**src/verilog/sfg_pkg.sv**
```systemverilog
package sfg_pkg;

  // ****************************************************************
  // Timing
  // ****************************************************************
  localparam int CLK_FREQ_KHZ   = 125000;
  localparam int TICK_PERIOD_MS = 1;
  localparam int TICK_CYCLES    = CLK_FREQ_KHZ * TICK_PERIOD_MS;

  // ****************************************************************
  // Sizes
  // ****************************************************************
  localparam int NUM_GROUPS = 8;
  localparam int SG_W       = 3;
  localparam int NUM_EVENTS = 4;
  localparam int FCN_W      = 8;
  localparam int LOG_DEPTH  = 12;
  localparam int LOG_AW     = 4;
  localparam int LOG_DW     = 128;
  localparam int TIME_W     = 21;
  localparam int ADR_W      = 9;

  localparam logic [TIME_W-1:0] WINDOW_MAX_MS     = 21'h1B_7740;
  localparam logic [TIME_W-1:0] WINDOW_DEFAULT_MS = 21'h00_03E8;

  // ****************************************************************
  // Register map
  // ****************************************************************
  localparam logic [ADR_W-1:0] ADR_CTRL        = 9'h000;
  localparam logic [ADR_W-1:0] ADR_EVMASK      = 9'h004;
  localparam logic [ADR_W-1:0] ADR_STATUS      = 9'h008;
  localparam logic [ADR_W-1:0] ADR_IRQMASK     = 9'h00C;
  localparam logic [ADR_W-1:0] ADR_COND        = 9'h010;
  localparam logic [ADR_W-1:0] ADR_LEFT        = 9'h014;
  localparam logic [ADR_W-1:0] ADR_ELAPSED     = 9'h018;
  localparam logic [ADR_W-1:0] ADR_TIMESTAMP   = 9'h01C;
  localparam logic [ADR_W-1:0] ADR_LOGSTAT     = 9'h020;
  localparam logic [ADR_W-1:0] ADR_WINLEN_BASE = 9'h040;
  localparam logic [ADR_W-1:0] ADR_WINLEN_MASK = 9'h1E0;
  localparam logic [ADR_W-1:0] ADR_CNT_BASE    = 9'h060;
  localparam logic [ADR_W-1:0] ADR_CNT_MASK    = 9'h1F0;
  localparam logic [ADR_W-1:0] ADR_LOG_BASE    = 9'h100;
  localparam logic [ADR_W-1:0] ADR_LOG_MASK    = 9'h100;

  // ****************************************************************
  // Fields and reset values
  // ****************************************************************
  localparam int CTRL_FORCE_EN_BIT = 0;
  localparam int CTRL_FORCE_LSB    = 1;
  localparam int CTRL_SG_LSB       = 4;
  localparam int CTRL_CNT_CLR_BIT  = 8;
  localparam int LOGSTAT_CNT_LSB   = 8;

  localparam logic [7:0] EVMASK_RESET  = 8'hFF;
  localparam logic [7:0] IRQMASK_RESET = 8'h00;

  localparam int EV_INIT   = 0;
  localparam int EV_BLOCK  = 1;
  localparam int EV_ACTIVE = 2;
  localparam int EV_TRIP   = 3;

  localparam logic [7:0] LOG_EVENT_ACTIVE_ON = 8'h02;

  localparam logic [2:0] COND_NORMAL  = 3'h0;
  localparam logic [2:0] COND_INIT    = 3'h1;
  localparam logic [2:0] COND_ACTIVE  = 3'h2;
  localparam logic [2:0] COND_TRIP    = 3'h3;
  localparam logic [2:0] COND_BLOCKED = 3'h4;

  localparam logic [1:0] FORCE_NORMAL  = 2'h0;
  localparam logic [1:0] FORCE_BLOCKED = 2'h1;
  localparam logic [1:0] FORCE_ACTIVE  = 2'h2;
  localparam logic [1:0] FORCE_TRIP    = 2'h3;

  typedef enum logic [0:0] {
    ST_IDLE,
    ST_WINDOW
  } sfg_state_t;

endpackage : sfg_pkg

```
**src/verilog/sfg_guard.sv**
```systemverilog
// Overview of operation
// - A rising edge of the arm trigger starts the fault window.
// - The window lasts the configured length in ms, up to 1800 s, 1 s default.
// - During the window any stage start trips instantly, with no delay.
// - The stage start input is the OR of all connected start signals.
// - The inhibit input stops the window from starting and shows blocked while no window is open.
// - Only binary input states steer the logic; no analog values are used.
// - The window length follows the selected setting group, even mid-window.
// - With forcing enabled the status is forced to normal, blocked, active or trip.
// - A readable condition code shows normal, init, active, trip or blocked.
// - Each change of init, block, active and trip makes an ON or OFF event.
// - A mask picks whether ON, OFF or both events are forwarded.
// - Clearable counters count init, blocked, active and trip ON events.
// - Each activation ON event is logged in a 12-entry circular log.
// - A log entry holds timestamp, event, setting group, time left, elapsed.
`timescale 1ns/1ps
`default_nettype none

module sfg_guard
  import sfg_pkg::*;
#(
  parameter int P_TICK_CYCLES = TICK_CYCLES
)(
  input  wire logic             I_CLK,
  input  wire logic             I_RST_N,
  input  wire logic [ADR_W-1:0] I_WB_ADR,
  input  wire logic [31:0]      I_WB_DAT,
  input  wire logic [3:0]       I_WB_SEL,
  input  wire logic             I_WB_WE,
  input  wire logic             I_WB_CYC,
  input  wire logic             I_WB_STB,
  output var  logic [31:0]      O_WB_DAT,
  output var  logic             O_WB_ACK,
  input  wire logic             I_ARM_TRIGGER_IN,
  input  wire logic             I_INHIBIT_IN,
  input  wire logic [FCN_W-1:0] I_STAGE_START_IN,
  output var  logic             O_WINDOW_ACTIVE_OUT,
  output var  logic             O_INSTANT_TRIP_OUT,
  output var  logic             O_INIT,
  output var  logic             O_BLOCKED,
  output var  logic             O_IRQ
);

  // ****************************************************************
  // Declarations
  // ****************************************************************
  logic [16:0]       div_r, div_nxt;
  logic [31:0]       ts_r, ts_nxt;
  logic              tick;
  logic              ack_r, ack_nxt;
  logic              req, wr, rd;
  logic [31:0]       wmask, rd_word, wdat_m;
  logic [31:0]       rd_data_r, rd_data_nxt;
  logic              log_sel_r, log_sel_nxt;
  logic [1:0]        word_sel_r, word_sel_nxt;
  logic              force_en_r, force_en_nxt;
  logic [1:0]        force_sel_r, force_sel_nxt;
  logic [SG_W-1:0]   sg_r, sg_nxt;
  logic [7:0]        evmask_r, evmask_nxt;
  logic [7:0]        irqmask_r, irqmask_nxt;
  logic [7:0]        status_r, status_nxt;
  logic [TIME_W-1:0] winlen_r [NUM_GROUPS];
  logic [TIME_W-1:0] winlen_nxt [NUM_GROUPS];
  logic              cnt_clr;
  sfg_state_t        st_r, st_nxt;
  logic [TIME_W-1:0] elapsed_r, elapsed_nxt;
  logic [TIME_W-1:0] cur_len, left;
  logic              arm_prev_r;
  logic              trip_hold_r, trip_hold_nxt;
  logic              fcn_any, arm_rise, win_active;
  logic              raw_trip, raw_block;
  logic              out_init, out_block, out_act, out_trip;
  logic [2:0]        cond;
  logic [NUM_EVENTS-1:0] ev_now, ev_prev_r, ev_on, ev_off;
  logic [31:0]       cnt_r [NUM_EVENTS];
  logic [LOG_AW-1:0] head_r, head_nxt;
  logic [LOG_AW-1:0] count_r, count_nxt;
  logic [LOG_DW-1:0] log_entry, log_q;

  // ****************************************************************
  // Millisecond tick and timestamp
  // ****************************************************************
  always_comb begin
    tick    = (div_r == 17'(P_TICK_CYCLES - 1));
    div_nxt = tick ? 17'h0_0000 : div_r + 17'h0_0001;
    ts_nxt  = tick ? ts_r + 32'h0000_0001 : ts_r;
  end

  always_ff @(posedge I_CLK) begin
    if (!I_RST_N) begin
      div_r <= 17'h0_0000;
      ts_r  <= 32'h0000_0000;
    end else begin
      div_r <= div_nxt;
      ts_r  <= ts_nxt;
    end
  end

  // ****************************************************************
  // Fault window
  // ****************************************************************
  always_comb begin
    fcn_any  = |I_STAGE_START_IN;
    arm_rise = I_ARM_TRIGGER_IN & ~arm_prev_r;
    cur_len  = winlen_r[sg_r];
    st_nxt      = st_r;
    elapsed_nxt = elapsed_r;
    case (st_r)
      ST_IDLE: begin
        if (arm_rise && !I_INHIBIT_IN && cur_len != '0) begin
          st_nxt      = ST_WINDOW;
          elapsed_nxt = '0;
        end
      end
      ST_WINDOW: begin
        if (arm_rise && !I_INHIBIT_IN) begin
          elapsed_nxt = '0;
        end else if (elapsed_r >= cur_len) begin
          st_nxt = ST_IDLE;
        end else if (tick) begin
          elapsed_nxt = elapsed_r + 21'h00_0001;
          if (elapsed_nxt >= cur_len) begin
            st_nxt = ST_IDLE;
          end
        end
      end
      default: begin
        st_nxt = ST_IDLE;
      end
    endcase
    win_active = (st_r == ST_WINDOW);
    left = (win_active && cur_len > elapsed_r) ? cur_len - elapsed_r : '0;
    raw_trip      = fcn_any & (win_active | trip_hold_r);
    trip_hold_nxt = raw_trip;
    raw_block     = I_INHIBIT_IN & ~win_active;
  end

  always_ff @(posedge I_CLK) begin
    if (!I_RST_N) begin
      st_r        <= ST_IDLE;
      elapsed_r   <= '0;
      arm_prev_r  <= 1'b0;
      trip_hold_r <= 1'b0;
    end else begin
      st_r        <= st_nxt;
      elapsed_r   <= elapsed_nxt;
      arm_prev_r  <= I_ARM_TRIGGER_IN;
      trip_hold_r <= trip_hold_nxt;
    end
  end

  // ****************************************************************
  // Forcing, outputs and condition
  // ****************************************************************
  always_comb begin
    out_init  = I_ARM_TRIGGER_IN;
    out_block = raw_block;
    out_act   = win_active;
    out_trip  = raw_trip;
    if (force_en_r) begin
      out_init  = 1'b0;
      out_block = (force_sel_r == FORCE_BLOCKED);
      out_act   = (force_sel_r == FORCE_ACTIVE);
      out_trip  = (force_sel_r == FORCE_TRIP);
    end
    if (out_block) begin
      cond = COND_BLOCKED;
    end else if (out_trip) begin
      cond = COND_TRIP;
    end else if (out_act) begin
      cond = COND_ACTIVE;
    end else if (out_init) begin
      cond = COND_INIT;
    end else begin
      cond = COND_NORMAL;
    end
    O_INIT              = out_init;
    O_BLOCKED           = out_block;
    O_WINDOW_ACTIVE_OUT = out_act;
    O_INSTANT_TRIP_OUT  = out_trip;
  end

  // ****************************************************************
  // Events, counters and log
  // ****************************************************************
  always_comb begin
    ev_now = '0;
    ev_now[EV_INIT]   = out_init;
    ev_now[EV_BLOCK]  = out_block;
    ev_now[EV_ACTIVE] = out_act;
    ev_now[EV_TRIP]   = out_trip;
    ev_on  = ev_now & ~ev_prev_r;
    ev_off = ~ev_now & ev_prev_r;
    head_nxt  = head_r;
    count_nxt = count_r;
    if (ev_on[EV_ACTIVE]) begin
      head_nxt = (head_r == 4'(LOG_DEPTH - 1)) ? '0 : head_r + 4'h1;
      if (count_r != 4'(LOG_DEPTH)) begin
        count_nxt = count_r + 4'h1;
      end
    end
    log_entry = {11'h000, elapsed_r, 11'h000, left,
                 16'h0000, LOG_EVENT_ACTIVE_ON, 5'h00, sg_r, ts_r};
  end

  always_ff @(posedge I_CLK) begin
    if (!I_RST_N) begin
      ev_prev_r <= '0;
      head_r    <= '0;
      count_r   <= '0;
    end else begin
      ev_prev_r <= ev_now;
      head_r    <= head_nxt;
      count_r   <= count_nxt;
    end
  end

  for (genvar i = 0; i < NUM_EVENTS; i++) begin : g_cnt
    logic [31:0] cnt_nxt;
    always_comb begin
      cnt_nxt = (cnt_clr ? 32'h0000_0000 : cnt_r[i]) + 32'(ev_on[i]);
    end
    always_ff @(posedge I_CLK) begin
      if (!I_RST_N) begin
        cnt_r[i] <= 32'h0000_0000;
      end else begin
        cnt_r[i] <= cnt_nxt;
      end
    end
  end

  sfg_log_mem u_log (
    .I_CLK     (I_CLK),
    .i_wr_en   (ev_on[EV_ACTIVE]),
    .i_wr_addr (head_r),
    .i_wr_data (log_entry),
    .i_rd_addr (I_WB_ADR[7:4]),
    .o_rd_data (log_q)
  );

  // ****************************************************************
  // Wishbone slave
  // ****************************************************************
  always_comb begin
    req   = I_WB_CYC & I_WB_STB & ~ack_r;
    wr    = req & I_WB_WE;
    rd    = req & ~I_WB_WE;
    wmask = {{8{I_WB_SEL[3]}}, {8{I_WB_SEL[2]}},
             {8{I_WB_SEL[1]}}, {8{I_WB_SEL[0]}}};
    rd_word = 32'h0000_0000;
    case (I_WB_ADR)
      ADR_CTRL: begin
        rd_word[CTRL_FORCE_EN_BIT]           = force_en_r;
        rd_word[CTRL_FORCE_LSB +: 2]         = force_sel_r;
        rd_word[CTRL_SG_LSB +: SG_W]         = sg_r;
      end
      ADR_EVMASK:    rd_word[7:0] = evmask_r;
      ADR_STATUS:    rd_word[7:0] = status_r;
      ADR_IRQMASK:   rd_word[7:0] = irqmask_r;
      ADR_COND:      rd_word[2:0] = cond;
      ADR_LEFT:      rd_word[TIME_W-1:0] = left;
      ADR_ELAPSED:   rd_word[TIME_W-1:0] = elapsed_r;
      ADR_TIMESTAMP: rd_word = ts_r;
      ADR_LOGSTAT: begin
        rd_word[LOG_AW-1:0]                  = head_r;
        rd_word[LOGSTAT_CNT_LSB +: LOG_AW]   = count_r;
      end
      default: begin
        if ((I_WB_ADR & ADR_WINLEN_MASK) == ADR_WINLEN_BASE) begin
          rd_word[TIME_W-1:0] = winlen_r[I_WB_ADR[4:2]];
        end else if ((I_WB_ADR & ADR_CNT_MASK) == ADR_CNT_BASE) begin
          rd_word = cnt_r[I_WB_ADR[3:2]];
        end
      end
    endcase
    wdat_m = (rd_word & ~wmask) | (I_WB_DAT & wmask);

    force_en_nxt  = force_en_r;
    force_sel_nxt = force_sel_r;
    sg_nxt        = sg_r;
    evmask_nxt    = evmask_r;
    irqmask_nxt   = irqmask_r;
    winlen_nxt    = winlen_r;
    cnt_clr       = 1'b0;
    if (wr) begin
      case (I_WB_ADR)
        ADR_CTRL: begin
          force_en_nxt  = wdat_m[CTRL_FORCE_EN_BIT];
          force_sel_nxt = wdat_m[CTRL_FORCE_LSB +: 2];
          sg_nxt        = wdat_m[CTRL_SG_LSB +: SG_W];
          cnt_clr       = wdat_m[CTRL_CNT_CLR_BIT];
        end
        ADR_EVMASK:  evmask_nxt  = wdat_m[7:0];
        ADR_IRQMASK: irqmask_nxt = wdat_m[7:0];
        default: begin
          if ((I_WB_ADR & ADR_WINLEN_MASK) == ADR_WINLEN_BASE) begin
            winlen_nxt[I_WB_ADR[4:2]] =
              (wdat_m[TIME_W-1:0] > WINDOW_MAX_MS) ? WINDOW_MAX_MS
                                                   : wdat_m[TIME_W-1:0];
          end
        end
      endcase
    end

    status_nxt = ((rd && I_WB_ADR == ADR_STATUS) ? 8'h00 : status_r)
               | {ev_off & evmask_r[7:4], ev_on & evmask_r[3:0]};

    ack_nxt      = req;
    rd_data_nxt  = rd ? rd_word : rd_data_r;
    log_sel_nxt  = rd && ((I_WB_ADR & ADR_LOG_MASK) == ADR_LOG_BASE)
                      && (I_WB_ADR[7:4] < 4'(LOG_DEPTH));
    word_sel_nxt = rd ? I_WB_ADR[3:2] : word_sel_r;

    O_WB_ACK = ack_r;
    O_WB_DAT = log_sel_r ? log_q[word_sel_r*32 +: 32] : rd_data_r;
    O_IRQ    = |(status_r & irqmask_r);
  end

  always_ff @(posedge I_CLK) begin
    if (!I_RST_N) begin
      ack_r       <= 1'b0;
      rd_data_r   <= 32'h0000_0000;
      log_sel_r   <= 1'b0;
      word_sel_r  <= 2'h0;
      force_en_r  <= 1'b0;
      force_sel_r <= FORCE_NORMAL;
      sg_r        <= '0;
      evmask_r    <= EVMASK_RESET;
      irqmask_r   <= IRQMASK_RESET;
      status_r    <= 8'h00;
      for (int g = 0; g < NUM_GROUPS; g++) begin
        winlen_r[g] <= WINDOW_DEFAULT_MS;
      end
    end else begin
      ack_r       <= ack_nxt;
      rd_data_r   <= rd_data_nxt;
      log_sel_r   <= log_sel_nxt;
      word_sel_r  <= word_sel_nxt;
      force_en_r  <= force_en_nxt;
      force_sel_r <= force_sel_nxt;
      sg_r        <= sg_nxt;
      evmask_r    <= evmask_nxt;
      irqmask_r   <= irqmask_nxt;
      status_r    <= status_nxt;
      winlen_r    <= winlen_nxt;
    end
  end

endmodule : sfg_guard

`default_nettype wire

```
**src/verilog/sfg_log_mem.sv**
```systemverilog
`timescale 1ns/1ps
`default_nettype none

module sfg_log_mem
  import sfg_pkg::*;
(
  input  wire logic              I_CLK,
  input  wire logic              i_wr_en,
  input  wire logic [LOG_AW-1:0] i_wr_addr,
  input  wire logic [LOG_DW-1:0] i_wr_data,
  input  wire logic [LOG_AW-1:0] i_rd_addr,
  output var  logic [LOG_DW-1:0] o_rd_data
);

  logic [LOG_DW-1:0] mem [LOG_DEPTH];

  // ****************************************************************
  // Storage with registered read data
  // ****************************************************************
  always_ff @(posedge I_CLK) begin
    if (i_wr_en) begin
      mem[i_wr_addr] <= i_wr_data;
    end
    o_rd_data <= mem[i_rd_addr];
  end

endmodule : sfg_log_mem

`default_nettype wire

```
**config.mk**
```make
export PLATFORM = sky130hd
export DESIGN_NAME = sfg_guard
export DESIGN_NICKNAME = d
export VERILOG_FILES = /design/src/verilog/sfg_pkg.sv /design/src/verilog/sfg_guard.sv /design/src/verilog/sfg_log_mem.sv
export SDC_FILE = /design/constraint.sdc
export NUM_CORES = 2
export LEC_CHECK = 0
export ABC_AREA = 0
export BUFFER_PORTS_ARGS = -buffer_cell sky130_fd_sc_hd__buf_2
export CELL_PAD_IN_SITES_DETAIL_PLACEMENT = 1
export CELL_PAD_IN_SITES_GLOBAL_PLACEMENT = 1
export CORE_UTILIZATION = 45
export DETAILED_ROUTE_END_ITERATION = 10
export PLACE_DENSITY = 0.74
export SETUP_SLACK_MARGIN = 0.2
export SYNTH_ARGS = -nofsm -noshare
export SYNTH_HDL_FRONTEND = slang
export SYNTH_HIERARCHICAL = 1
export SYNTH_SLANG_ARGS = --single-unit
```
**constraint.sdc**
```tcl
create_clock -name I_CLK -period 10.3 [get_ports I_CLK]
set_clock_uncertainty 0.05 [all_clocks]
set_input_delay 1.545 -clock I_CLK [delete_from_list [all_inputs] [get_ports I_CLK]]
set_output_delay 1.545 -clock I_CLK [all_outputs]
set_load 0.02 [all_outputs]
```
==> impl_metrics.csv <==
group,metric,value,unit
sta,max_slew.worst_pin.slew,1210,ps
global_route,grt_usage,0.258,
critical_path,cp_num_cells,21,
sta,setup_violations,0,
synthesis,yosysUniqueCellTypes,88,
power,p_leak,34.8,nW
route,drcViolationCount,0,
place,gp_congestion,0.939,
critical_path,r2r-end,"cnt_r[0][30]",
sta,fin_setup_tns,0,ps
sta,timing.hold.ws,402,ps
synthesis,synth-edff-count,1536,
route,wl,250000,µm
global_route,grt_start_max_net_pins,129,
critical_path,crit_start,"sg_r[1]",
global_route,grt_pass1_vias,55900,
critical_path,cp_max_fo,30,
critical_path,worstPathRequired,10910,ps
clocking,cts_tree,"yes",
sta,finalHoldViolations,0,
outcome,status,"finished clean",
power,power,17.7,mW
cells_and_area,drive_above_1_share,0.158,
critical_path,cpMostUsedCell,"ha_1",
route,routed-wl-met3,15900,µm
route,vias_per_cell,5.90,
floorplanning,die_h,440,µm
synthesis,synth_ff_type,"edfxtp_1",
critical_path,endpoint,"cnt_r[0][30]",
power,switching_share,0.220,
sta,relSlewSlack,0.169,
cells_and_area,layoutNonFillerInstCount,8960,
critical_path,path_class,"reg2reg",
synthesis,synthCells,5614,
synthesis,ys_ff_latch,2111,
critical_path,max_stage_delay,1130,ps
critical_path,critical-path-top-delay-family,"simple AND/OR/NAND/NOR gates",
clocking,clockBufferDepth,3,
critical_path,worst_r2r_path_depth,21,
clocking,postCtsSetupBuffers,0,
clocking,clk-insertion-delay-late,860,ps
power,peakVddDrop,0.000164,V
route,wl_met1,102000,µm
floorplanning,die_area,193000,µm²
clocking,clock-sinks,2111,
cells_and_area,area_growth,14.5,%
sta,period_share,0.862,
place,dp.cells,8556,
cells_and_area,fin_util,0.519,
synthesis,yosysWarnings,6,
power,switching_power,3.89,mW
synthesis,ys_seq_area_frac,0.669,
clocking,numCtsBuffers,210,
floorplanning,core_area,190000,µm²
route,drtIter0Drc,4479,
sta,min_period,8880,ps
route,ant_nets,0,
floorplanning,rows,160,
power,power_frac_seq,0.519,
place,port_buffers,85,
sta,rsz0062_at_grt,"no",
clocking,cts_resized,0,
clocking,cts_max_level,4,
route,dr.pass1.iters,5,
power,pwr-share-clk,0.442,
route,wl_met2,123000,µm
critical_path,crit_arrival,9490,ps
critical_path,slowest_stage,"nor4b_1",
critical_path,critPathCaptureType,"register",
global_route,antenna_found_initial,8,
synthesis,async_reset_ff_frac,0,
clocking,root_buffer,"clkbuf_16",
critical_path,cp_cell_sequence,"buf_4 > mux4_2 > mux2i_1 > inv_1 > ha_1 > a21oi_1 > o21ai_0 > a211o_1 > o31ai_2 > o211a_1 > or3_1 > and2_1 > ha_1 > ha_1 > and3_1 > and3_1 > nand4_1 > nor4b_1 > nand2_1 > xor2_1 > nor2_1",
global_route,grt-ovfl-total,0,
critical_path,r2r_slack,1420,ps
clocking,hold_buffers,0,
place,dp_hpwl,146000,µm
route,top_layer,"met5",
critical_path,worst-path-buf-inv,2,
critical_path,start_kind,"register",
floorplanning,start_util,0.453,
route,avgRoutedWirePerCell,27.9,µm
power,p_int,13.8,mW
critical_path,regToRegStartpoint,"sg_r[1]",
synthesis,netlist_area,86200,µm²
hold_path,hold_path.class,"reg2reg",
global_route,grt_pass1_wl,367000,µm
clocking,clk_pin_slew,60,ps
floorplanning,io_pins,98,
power,power_density,180,nW/µm²
cells_and_area,nNetsFinal,6376,
sta,fmax,113,MHz
floorplanning,die_x,440,µm
power,pwr-share-comb,0.040,
route,num_vias,52800,
sta,slew_viol_final,0,
synthesis,postSynthAreaPerCell,15.4,µm²
job,drv_cap,0,
==> power groups by stage <==
stage,combinational [mW],clock (mW),sequential (mW)
2_1_floorplan,0.478,0,9.34
3_3_place_gp,0.676,0,9.36
3_5_place_dp,0.691,0,9.36
4_1_cts,0.697,7.94,9.19
5_1_grt,0.756,8.22,9.19
6_report,0.707,7.82,9.18
==> metrics by stage <==
stage | area (µm²) | setup slack, ps
finish | 98700 | 1420
global placement | 91500 | 1790
floorplan | 88500 | 2690
CTS | 98700 | 1530
global route | 98700 | 1100
detailed placement | 91500 | 1620
==> logic make-up (layout without fill, tap and decap cells) <==
logic type / after synthesis / in the layout / synth area share
AND/OR/NAND/NOR: 1208 / 1208 / 0.0648
buffers and inverters: 439 / 659 / 0.0226
multiplexers: 749 / 749 / 0.146
flip-flops: 2111 / 2111 / 0.669
AO/OA/AOI/OAI: 873 / 873 / 0.0716
adder cells (fa/ha/maj): 59 / 59 / 0.00865
other: 2 / 617 / 0.0000871
XOR/XNOR: 173 / 173 / 0.0176
==> synthesized netlist by cell type, types with 54 or more instances <==
cell type / n / area share
o221ai_1: 132 / 0.013
edfxtp_1: 1536 / 0.54
o21ai_0: 124 / 0.0072
mux2i_1: 300 / 0.035
and2_1: 54 / 0.0039
mux4_2: 402 / 0.11
a22oi_1: 147 / 0.013
nand2_1: 404 / 0.018
ha_1: 58 / 0.0084
nor2_1: 325 / 0.014
nor3_1: 61 / 0.0035
nand4_1: 54 / 0.0039
nand3_1: 130 / 0.0075
dfxtp_1: 575 / 0.13
clkbuf_1: 231 / 0.010
a21oi_1: 158 / 0.0092
inv_1: 76 / 0.0033
xor2_1: 105 / 0.011
xnor2_1: 68 / 0.0069
==> layout make-up <==
class | instances | area (µm²)
Clock buffer | 277 | 5760
Fill cell | 18400 | 91500
Multi-Input combinational cell | 3674 | 29100
Antenna cell | 5 | 12.5
Inverter | 79 | 302
Timing Repair Buffer | 181 | 1340
Tap cell | 2511 | 3140
Clock inverter | 122 | 1360
Sequential cell | 2111 | 57600
==> how the worst min path moves through the flow <==
| stage | start | to | depth (start not counted) |
|---|---|---|---|
| floorplan | div_r[0] | div_r[0] | 1 |
| global placement | rd_data_r[19] | rd_data_r[19] | 2 |
| detailed placement | rd_data_r[6] | rd_data_r[6] | 2 |
| CTS | rd_data_r[6] | rd_data_r[6] | 2 |
| global route | rd_data_r[11] | rd_data_r[11] | 2 |
| finish | rd_data_r[6] | rd_data_r[6] | 2 |
==> state kept, by name, summed over array words and instances (netlist names), 3 cells and up <==
register	flops
winlen_r	168
count_r	4
evmask_r	8
rd_data_r	32
u_log/o_rd_data	128
head_r	4
cnt_r	128
u_log/mem	1536
div_r	17
elapsed_r	21
ev_prev_r	4
sg_r	3
irqmask_r	8
status_r	8
ts_r	32
==> cell usage in the layout, fill, tap and decap left out, types with 48 or more instances in the layout <==
cell	n
nand3_1	130
buf_4	85
o21ai_0	123
buf_2	80
conb_1	612
xnor2_1	68
dfxtp_1	570
nor2_1	315
mux2i_1	300
edfxtp_1	1536
inv_1	76
nand2_1	402
clkinv_2	48
clkbuf_16	211
o221ai_1	132
a21oi_1	158
nor3_1	53
nand4_1	54
and3_1	50
a22oi_1	147
mux4_2	402
xor2_1	105
ha_1	58
and2_1	54
==> metal layers <==
metal	track usage	vias up
li1	-	22700
met1	0.341	27700
met2	0.433	1918
met3	0.0350	428
met4	0.0949	4
met5	0	-
==> tightest hold or removal path: cells and delay by family (launching register included) <==
family,cells,cell delay (ps)
compound gates,1,50
simple gates,1,50
flops,1,310
Note: power is estimated with default switching activity, not from simulation.
